**src/core/standby_map.vh**
```
// Constants for the standby mode controller: register offset, reset value,
// stabilization code table and field positions.
// Assumes the includer works with an 8-bit data path and a 16-bit address.
`ifndef STANDBY_MAP_VH
`define STANDBY_MAP_VH
`define STAB_SEL_ADDR 16'hfffa
`define STAB_SEL_RESET 8'h04
`define STAB_SEL_LSB 0
`define STAB_SEL_MSB 2
`define STAB_CODE_2E13 3'h0
`define STAB_CODE_2E15 3'h1
`define STAB_CODE_2E16 3'h2
`define STAB_CODE_2E17 3'h3
`define STAB_CODE_2E18 3'h4
`define STAB_EXP_2E13 5'h0d
`define STAB_EXP_2E15 5'h0f
`define STAB_EXP_2E16 5'h10
`define STAB_EXP_2E17 5'h11
`define STAB_EXP_2E18 5'h12
`define STAB_CNT_WIDTH 19
`endif

```
**src/core/standby_mode_controller.v**
```verilog
// Standby controller: HALT gates the CPU clock, STOP halts the main
// oscillator, and a selectable stabilization wait follows STOP release.
// Assumes the CPU core gives one-cycle instruction pulses and byte writes
// on the same clock; interrupt and oscillator inputs come from outside.
`timescale 1ns/1ps
`include "standby_map.vh"
module standby_mode_controller (
   input wire ref_clk_i, // Main system clock, 100 MHz.
   input wire rst_b_i, // Asynchronous reset, active low.
   input wire halt_exec_i, // Pulse: HALT instruction executed.
   input wire stop_exec_i, // Pulse: STOP instruction executed.
   input wire on_subclock_i, // CPU runs from the subsystem clock.
   input wire main_osc_off_i, // Main oscillator stopped by clock select.
   input wire irq_pending_i, // Unmasked interrupt request pending (pin).
   input wire nmi_i, // Non-maskable interrupt request (pin).
   input wire test_i, // Unmasked test input (pin).
   input wire irq_ack_en_i, // Interrupt acknowledge enabled.
   input wire osc_running_i, // Main oscillator has started (pin).
   input wire timer_ext_input_a_i, // 8-bit timer A counts external input.
   input wire timer_ext_input_b_i, // 8-bit timer B counts external input.
   input wire [15:0] reg_addr_i, // Register address.
   input wire reg_wr_i, // Byte write strobe.
   input wire reg_rd_i, // Byte read strobe.
   input wire reg_bit_wr_i, // Single-bit write strobe.
   input wire [7:0] reg_wdata_i, // Write data.
   output reg [7:0] reg_rdata_o, // Read data.
   output wire cpu_clk_en_o, // CPU clock gate enable.
   output wire main_osc_en_o, // Main oscillator enable.
   output wire sub_osc_en_o, // Subsystem oscillator enable.
   output wire hold_state_o, // Freeze registers, memory and ports.
   output reg wake_vector_o, // Pulse: take interrupt vector on wake.
   output reg wake_next_o, // Pulse: resume at next instruction.
   output wire timer_a_run_o, // Run enable for 8-bit timer A.
   output wire timer_b_run_o, // Run enable for 8-bit timer B.
   output wire [1:0] mode_o // 0 run, 1 halt, 2 stop, 3 wait.
);
   // This block runs on a free-running reference clock and keeps counting through
   // STOP; in silicon only the release logic would stay awake while the oscillator
   // is down, so the restart flag, not this clock, decides when the wait may begin.
   // Mode codes, also shown on mode_o.
   localparam ST_RUN = 2'h0;
   localparam ST_HALT = 2'h1;
   localparam ST_STOP = 2'h2;
   localparam ST_WAIT = 2'h3;

   reg [1:0] state_q;
   reg [1:0] state_d;
   reg [7:0] stab_sel_q;
   reg [2:0] irq_s1_q, irq_s2_q;
   reg osc_s1_q, osc_s2_q, osc_seen_q;
   reg release_q;
   reg start_wait;
   reg halt_from_stop_q;
   wire irq_sync, nmi_sync, test_sync, osc_sync;
   wire wake_src;
   wire run_entry;
   wire vector_wake;
   wire timer_gate;
   wire wait_busy;
   wire wait_done;
   wire [`STAB_CNT_WIDTH-1:0] terminal;

   // Maps a select code to its terminal count of 2^n - 1 periods.
   function [`STAB_CNT_WIDTH-1:0] stab_terminal;
      input [2:0] code;
      reg [4:0] expo;
      begin
         case (code)
            `STAB_CODE_2E13: expo = `STAB_EXP_2E13;
            `STAB_CODE_2E15: expo = `STAB_EXP_2E15;
            `STAB_CODE_2E16: expo = `STAB_EXP_2E16;
            `STAB_CODE_2E17: expo = `STAB_EXP_2E17;
            default: expo = `STAB_EXP_2E18; // Prohibited codes take the longest wait, the safe side.
         endcase
         stab_terminal = ({{(`STAB_CNT_WIDTH-1){1'b0}}, 1'b1} << expo) - {{(`STAB_CNT_WIDTH-1){1'b0}}, 1'b1};
      end
   endfunction

   // Two-flop synchronisers for the pin-level wake sources and oscillator flag.
   always @(posedge ref_clk_i or negedge rst_b_i) begin
      if (!rst_b_i) begin
         irq_s1_q <= 3'h0;
         irq_s2_q <= 3'h0;
         osc_s1_q <= 1'b0;
         osc_s2_q <= 1'b0;
      end else begin
         irq_s1_q <= {test_i, nmi_i, irq_pending_i};
         irq_s2_q <= irq_s1_q;
         osc_s1_q <= osc_running_i;
         osc_s2_q <= osc_s1_q;
      end
   end
   assign irq_sync = irq_s2_q[0];
   assign nmi_sync = irq_s2_q[1];
   assign test_sync = irq_s2_q[2];
   assign osc_sync = osc_s2_q;
   assign wake_src = irq_sync | nmi_sync | test_sync;

   // Select register: whole-byte writes only; bit writes are ignored.
   always @(posedge ref_clk_i or negedge rst_b_i) begin
      if (!rst_b_i) begin
         stab_sel_q <= `STAB_SEL_RESET;
      end else if (reg_wr_i && !reg_bit_wr_i && reg_addr_i == `STAB_SEL_ADDR) begin
         stab_sel_q <= {5'h00, reg_wdata_i[`STAB_SEL_MSB:`STAB_SEL_LSB]};
      end
   end

   // Read port: registered data, zero off the map.
   always @(posedge ref_clk_i or negedge rst_b_i) begin
      if (!rst_b_i) begin
         reg_rdata_o <= 8'h00;
      end else if (reg_rd_i) begin
         reg_rdata_o <= (reg_addr_i == `STAB_SEL_ADDR) ? stab_sel_q : 8'h00;
      end
   end

   // The terminal follows the select register live, so a write during a wait changes its length.
   assign terminal = stab_terminal(stab_sel_q[`STAB_SEL_MSB:`STAB_SEL_LSB]);

   // Return to run from any standby mode; NMI always vectors, a maskable request only with acknowledge on.
   assign run_entry = (state_q != ST_RUN) && (state_d == ST_RUN);
   assign vector_wake = nmi_sync || (irq_sync && irq_ack_en_i);

   // Mode sequencing.
   always @* begin
      state_d = state_q;
      start_wait = 1'b0;
      case (state_q)
         ST_RUN: begin
            if (stop_exec_i && !on_subclock_i) begin
               if (irq_sync) state_d = ST_HALT;
               else state_d = ST_STOP;
            end else if (halt_exec_i) begin
               state_d = ST_HALT;
            end
         end
         ST_HALT: begin
            if (halt_from_stop_q) begin
               if (osc_sync) begin
                  state_d = ST_WAIT;
                  start_wait = 1'b1;
               end
            end else if (wake_src) begin
               state_d = ST_RUN;
            end
         end
         ST_STOP: begin
            if (osc_seen_q) begin
               state_d = ST_WAIT;
               start_wait = 1'b1;
            end
         end
         ST_WAIT: begin
            if (wait_done) state_d = ST_RUN;
         end
         default: state_d = ST_RUN;
      endcase
   end

   // State register, STOP-origin flag and oscillator restart tracking.
   always @(posedge ref_clk_i or negedge rst_b_i) begin
      if (!rst_b_i) begin
         state_q <= ST_RUN;
         halt_from_stop_q <= 1'b0;
         osc_seen_q <= 1'b0;
         release_q <= 1'b0;
         wake_vector_o <= 1'b0;
         wake_next_o <= 1'b0;
      end else begin
         state_q <= state_d;
         if (state_q == ST_RUN) halt_from_stop_q <= stop_exec_i && !on_subclock_i && irq_sync;
         // The release is latched, so a short request still ends STOP once the oscillator is back.
         if (state_q != ST_STOP) release_q <= 1'b0;
         else if (irq_sync) release_q <= 1'b1;
         // The oscillator drops in STOP; only a fresh start after release may begin the count.
         if (state_q != ST_STOP) osc_seen_q <= 1'b0;
         else if (release_q && osc_sync) osc_seen_q <= 1'b1;
         wake_vector_o <= run_entry && vector_wake;
         wake_next_o <= run_entry && !vector_wake;
      end
   end

   stab_wait_counter #(
      .CNT_WIDTH(`STAB_CNT_WIDTH)
   ) u_wait (
      .ref_clk_i(ref_clk_i),
      .rst_b_i(rst_b_i),
      .start_i(start_wait),
      .terminal_i(terminal),
      .busy_o(wait_busy),
      .done_o(wait_done)
   );

   // Clock gating and hold outputs; the subclock oscillator always runs.
   // The main oscillator comes back on as soon as a release is latched in STOP,
   // since the wait cannot begin before the oscillator has really started again.
   assign cpu_clk_en_o = (state_q == ST_RUN) && !wait_busy;
   assign main_osc_en_o = (state_q != ST_STOP) || release_q;
   assign sub_osc_en_o = 1'b1;
   assign hold_state_o = (state_q != ST_RUN);
   // Timers on the internal clock stop in subclock HALT with the main oscillator off.
   assign timer_gate = (state_q == ST_HALT) && on_subclock_i && main_osc_off_i;
   assign timer_a_run_o = !timer_gate || timer_ext_input_a_i;
   assign timer_b_run_o = !timer_gate || timer_ext_input_b_i;
   assign mode_o = state_q;
endmodule // standby_mode_controller

```
**src/core/stab_wait_counter.v**
```verilog
// Oscillation stabilization wait counter, clocked by the main system clock.
// Assumes start_i is a one-cycle pulse given once the oscillator runs again.
`timescale 1ns/1ps
`include "standby_map.vh"
module stab_wait_counter #(
   parameter CNT_WIDTH = `STAB_CNT_WIDTH
) (
   input wire ref_clk_i, // Main system clock.
   input wire rst_b_i, // Asynchronous reset, active low.
   input wire start_i, // Pulse: begin a new wait.
   input wire [CNT_WIDTH-1:0] terminal_i, // Last count value of the wait.
   output wire busy_o, // High while the wait runs.
   output reg done_o // One-cycle pulse when the wait ends.
);
   reg [CNT_WIDTH-1:0] count_q;
   reg busy_q;

   assign busy_o = busy_q;

   // Counts main clock periods up to the terminal value, then fires done.
   always @(posedge ref_clk_i or negedge rst_b_i) begin
      if (!rst_b_i) begin
         count_q <= {CNT_WIDTH{1'b0}};
         busy_q <= 1'b0;
         done_o <= 1'b0;
      end else begin
         done_o <= 1'b0;
         if (start_i) begin
            count_q <= {CNT_WIDTH{1'b0}};
            busy_q <= 1'b1;
         end else if (busy_q) begin
            if (count_q == terminal_i) begin
               busy_q <= 1'b0;
               done_o <= 1'b1;
            end else begin
               count_q <= count_q + {{(CNT_WIDTH-1){1'b0}}, 1'b1};
            end
         end
      end
   end
endmodule // stab_wait_counter

```
**config.mk**
```make
export PLATFORM = sky130hd
export DESIGN_NAME = standby_mode_controller
export DESIGN_NICKNAME = d
export VERILOG_FILES = /design/src/core/standby_mode_controller.v /design/src/core/stab_wait_counter.v
export VERILOG_INCLUDE_DIRS = /design/src /design/src/core
export SDC_FILE = /design/constraint.sdc
export NUM_CORES = 1
export LEC_CHECK = 0
export BUFFER_PORTS_ARGS = -buffer_cell sky130_fd_sc_hd__buf_2
export CELL_PAD_IN_SITES_DETAIL_PLACEMENT = 1
export CELL_PAD_IN_SITES_GLOBAL_PLACEMENT = 1
export CORE_AREA = 2 2 84 86
export CTS_CLUSTER_DIAMETER = 80
export DETAILED_ROUTE_END_ITERATION = 6
export DIE_AREA = 0 0 86 88
export GPL_ROUTABILITY_DRIVEN = 0
export PLACE_DENSITY = 0.69
export SKIP_LAST_GASP = 1
export SYNTH_ARGS = -nofsm -noshare
export SYNTH_HDL_FRONTEND = slang
export SYNTH_SLANG_ARGS = --single-unit
```
**constraint.sdc**
```tcl
create_clock -name ref_clk_i -period 2.8 [get_ports ref_clk_i]
set_clock_uncertainty 0.05 [all_clocks]
set_input_delay 0.42 -clock ref_clk_i [delete_from_list [all_inputs] [get_ports ref_clk_i]]
set_output_delay 0.42 -clock ref_clk_i [all_outputs]
set_load 0.02 [all_outputs]
```
After elaboration in Yosys (flattened, before gate mapping)
Cells that the tools add are included.

word-level totals
  bits in registers = 47
  word-level logic and storage cells = 87
  bits of input ports = 40
  output and inout port bits = 18

cells by class
  eq/ne operators = 10
  reduce and logical (&&, ||, !) cells = 29
  bitwise logic cells = 2
  multiplexer cells = 28
  add/sub/neg operators = 2
  shifts and indexed selects = 1

operator list
  operator                                             number
  two-way mux 19 bit                                   3
  one-hot mux 5 bit (4 select lines)                   1
  adder 19 x 1 -> 19 bit, second input constant        1
  equality test 19 bit                                 1
  << shifter 1 x 5 -> 19 bit, first input constant     1
  subtractor 19 x 1 -> 19 bit, second input constant   1
  equality test 16 bit, second input constant          1
  two-way mux 2 bit                                    8
  two-way mux 1 bit                                    13
  logical AND 1 bit                                    12
  one-hot mux 2 bit (4 select lines)                   1
  nonzero test 2 bit                                   4
  equality test 3 x 2 -> 1 bit, second input constant  2
  zero test 1 bit                                      5
  equality test 2 bit, second input constant           2
  zero test 2 bit                                      2
  logical OR 1 bit                                     4
  != test 2 bit, second input constant                 2
  equality test 3 x 1 -> 1 bit, second input constant  1
  zero test 3 bit                                      1
  two-way mux 3 bit                                    1
  equality test 2 x 1 -> 1 bit, second input constant  1
  bitwise OR 1 bit                                     2
  one-hot mux 1 bit (2 select lines)                   1
  AND reduction 2 bit                                  1

Logic depth before layout (Yosys ltp)
  word-level depth = 8
  gate-level depth with buffers = 9
  gate-level depth less buffers = 7

By module
Synthesis repeated with hierarchy kept, for this count alone.

second synthesis, totals
  cell total of the unflattened synthesis = 283
  area, all modules = 2646.3 um2

by module, submodules not included
  module                   sequential area each (um2)  times used  cells an instance  area an instance (um2)
  stab_wait_counter        525.5                       1           181                1571.5
  standby_mode_controller  526.8                       1           102                1074.8

Least setup slack after synthesis
OpenSTA, ideal clock, no wires.

  path type = reg2reg
  start = reg u_wait.count_q[16]
  end = reg u_wait.count_q[7]
  data required time = 2.675 ns
  slack = 0.616 ns
  arrival = 2.059 ns
  stages on the path, launching flop included = 8
  period minus slack after synthesis = 2.184 ns
  cell sequence = dfrtp_1 -> or4b_1 -> a41o_1 -> a2111oi_4 -> buf_6 -> buf_12 -> o21ai_2 -> a21oi_2

on the way
  word-level cells in the longest chain between the ends = 3

ends and longest elaborated chain
  element                               line                    RTL
  start, declared                       stab_wait_counter.v:15  reg [CNT_WIDTH-1:0] count_q;
  start signal, assigned                stab_wait_counter.v:23  count_q <= {CNT_WIDTH{1'b0}};
  start signal, assigned                stab_wait_counter.v:29  count_q <= {CNT_WIDTH{1'b0}};
  start signal, assigned                stab_wait_counter.v:36  count_q <= count_q + {{(CNT_WIDTH-1){1'b0}}, 1'b1};
  equality test 19 bit                  stab_wait_counter.v:32  if (count_q == terminal_i) begin
  != test 2 bit (no source line)        -
  AND reduction 2 bit (no source line)  -

No other way between the ends.
A chain may end at the register's enable or synchronous reset.

Worst setup path in the final report
  start = reg state_q[0] (netlist: mode_o[0])
  end = reg u_wait.count_q[1]

on the way
  word-level cells in the longest chain between the ends = 4
  elaborated cells between the ends (all ways) = 7

ends and longest elaborated chain
  element                                                               line                           RTL
  start, declared                                                       standby_mode_controller.v:46   reg [1:0] state_q;
  start signal, assigned                                                standby_mode_controller.v:170  state_q <= state_d;
  equality test 2 bit or equality test 2 x 1 -> 1 bit (tied branches)   standby_mode_controller.v:128  case (state_q)
  one-hot mux 1 bit (2 select lines) (*)                                standby_mode_controller.v:128
  != test 2 bit (no source line) or nonzero test 2 bit (tied branches)  -
  AND reduction 2 bit (no source line)                                  -

Mark *: on every way between the ends. The rest lies on a longest branch, timed or not.

==> reports/results.ini <==
[drt]
firstDrtPassIters = 4
drc = 0
drt_iter0_markers = 39
ant_nets = 0
totalWireLength_mm = 5.22
via_count = 1923
wl_per_cell_um = 14.7
vias_per_cell = 5.40

[timing]
report.final.slew_viol_count = 0
setup_tns_ps = 0
relSlewSlack_pct = 36.9
hold_violations = 0
whs_ps = 180
finalCritPeriodShare_pct = 84.8
clock.fmax_mhz = 421
tightestPinTransition_ps = 946
post-route-min-period_ps = 2370
setup_viol = 0
rsz0062_at_grt = false

[worst_setup_path]
crit_end = u_wait.count_q[1]
required_ps = 2910
path_class = register to register
critPathCaptureType = register
crit_fanout = 16
startpoint_type = register
rrSetupSlack_ps = 430
path_buf_inv = 2
critPathArrivalTime_ps = 2490
crit_path_top_delay_cell = dfrtp_1
slowest_delay_ps = 470
worstReg2RegEnd = u_wait.count_q[1]
crit_family = compound AO/OA/AOI/OAI gates
worstRegToRegCells = 8
r2r_start = mode_o[0]
path_depth = 8
crit_start = mode_o[0]
crit_chain = inv_1 > ha_1 > a32oi_1 > o32ai_1 > a2111oi_4 > buf_4 > nand3b_1 > o21ai_0

[final_layout]
diodes = 0
final_layout_size_suffix_gt1_share_pct = 27.2
final_area_um2 = 2630
final_util_pct = 39.6
nFillCells = 802
instances_no_fill = 356
nNetsFinal = 322
area_delta_synth_final_pct = 16.9

[floorplan]
placementRows = 30
ioPinCount = 58
die_w_um = 86
initial_core_util_pct = 33.9
core_um2 = 6640
die_h_um = 88
dieArea_um2 = 7570

[yosys]
ys_seq_area_share_pct = 46.7
synth_top_area_share_pct = 45.5
ys_async_sr_fraction_pct = 100
synth_area_leader_cell = dfrtp_1
synth-simple-area-share_pct = 24.6
synth_top_family_by_area = simple AND/OR/NAND/NOR gates
synthMuxAreaShare_pct = 1.50
synth_fa_ha_area_share_pct = 3.89
synth_xor_area_share_pct = 0
synth_edf_count = 0
synthCells = 226
synth_area_leaders = dfrtp_1 46%, ha_1 3.9%, nand3_1 3.6%
syn_avg_cell_area_um2 = 9.97
synth_cell_types = 49
ys_warn_count = 0
synth_common_cells = 41 x dfrtp_1, 16 x nand3_1, 16 x o21ai_0
synth_compound_area_share_pct = 17.0
syn-cell-area_um2 = 2250
yosysMostFrequentCell = dfrtp_1
ys_ff_latch = 42
synth_ff_type = dfrtp_1

[global_route]
antenna_found_initial = 0
grt_pass1_wl_mm = 9.00
top_usage_layer = met2
grtUsageMet1_pct = 17.9
grt.total_usage_pct = 14.9
gr-total-overflow = 0
grt_max_degree = 43
grtUsageMet3_pct = 3.11
grt_pass1_vias = 1962
grt_use_met2_pct = 26.9

[clock_network]
cts_buffer_depth = 2
clkSlewWorstSetupHoldPaths_ps = 80
ctsRootBufferMaster = clkbuf_8
clkSinkCount = 42
clkLatencyLatePin_ps = 290
cts_tree = done
postCtsSetupRepairBufs = 0
cts_resized = 0
cts_buffers = 5
htreeDepth = 2
postCtsHoldBufs = 0

[placement]
place_hpwl_mm = 3.90
port_buffers = 46
dpl.cell_count = 348
dpl-instance-area_um2 = 2540

[pwr]
p_per_area_nw_per_um2 = 408
max-vdd-ir-drop_mv = 0.143
p_leak_nw = 1.16

[flow_run]
drv_cap = 0

[outcome]
status = finished, final reports clean

[worst_hold_path]
hp-class = input pin to register

==> flip-flops by register name, indices dropped and copies added, names as in the netlist <==
register	cells
osc_seen_q	1
halt_from_stop_q	1
wake_next_o	1
u_wait.count_q	19
osc_s1_q	1
stab_sel_q	3
irq_s1_q	3
u_wait.busy_o	1
reg_rdata_o	3
irq_s2_q	3
osc_s2_q	1
u_wait.done_o	1
mode_o	2
wake_vector_o	1
release_q	1
==> how the worst min path moves through the flow <==
stage,to,depth (start not counted),startpoint
after detailed placement,osc_s2_q,0,osc_s1_q
final,irq_s1_q[2],1,test_i
after global routing,osc_s1_q,1,osc_running_i
after CTS,irq_s1_q[2],1,test_i
after global placement,irq_s2_q[0],0,irq_s1_q[0]
after floorplan,halt_from_stop_q,0,rst_b_i
==> layer usage <==
| metal | part of all wire, % | up-vias | wire length, um |
|---|---|---|---|
| li1 | - | 933 | - |
| met1 | 45 | 942 | 2330 |
| met2 | 49 | 44 | 2570 |
| met3 | 5.3 | 4 | 277 |
| met4 | 0.84 | 0 | 44 |
| met5 | 0 | - | 0 |
==> area by class of cell <==
class                      count  area (um2)  area share (%)
timing repair buffer          51         268            10.2
inverter                      10        37.5            1.43
sequential                    42        1050            40.0
multi-input combinational    165        1080            41.0
clock buffer                   6        82.6            3.14
tap                           80         100            3.80
clock inverter                 2        12.5           0.475
==> cells in the final DEF (no fill, tap or decap), types with 2 or more instances in the layout <==
cell type	instances
or2_2	2
ha_1	7
o211ai_1	4
nand2_1	14
inv_1	10
and3_1	6
a32oi_1	2
a21oi_1	14
a21oi_2	3
nand2b_1	3
mux2_2	3
nand3_1	16
dfrtp_1	41
o221ai_1	2
buf_2	46
nand4_1	5
nor2_1	7
and2_1	3
nand3b_1	2
and4_1	2
conb_1	6
nor2b_1	3
or3_1	9
o21ai_2	3
buf_4	5
or4b_1	2
o21ai_0	16
o31ai_1	4
nor3_1	2
or4_1	7
nor4_1	5
clkbuf_8	6
==> stage by stage <==
step | power, mW | worst slack, ps
6_report | 1.07 | 426
5_1_grt | 1.13 | 136
4_1_cts | 1.10 | 370
3_3_place_gp | 0.676 | 440
3_5_place_dp | 0.677 | 391
2_1_floorplan | 0.645 | 616
==> report_power, final <==
part / internal, mW / total [mW] / switching [mW]
logic: 0.0197 / 0.0483 / 0.0286
clock network: 0.198 / 0.411 / 0.212
registers: 0.612 / 0.615 / 0.00282
==> cell families (layout without fill, tap and decap cells) <==
logic type,after synthesis,count (layout)
and+or+nand+nor,94,94
other,2,6
adders and majority gates,7,7
muxes,3,3
buffers and inverters,23,69
AOI/OAI and AO/OA,55,55
DFF,42,42
Note: power is estimated with default switching activity, not from simulation.
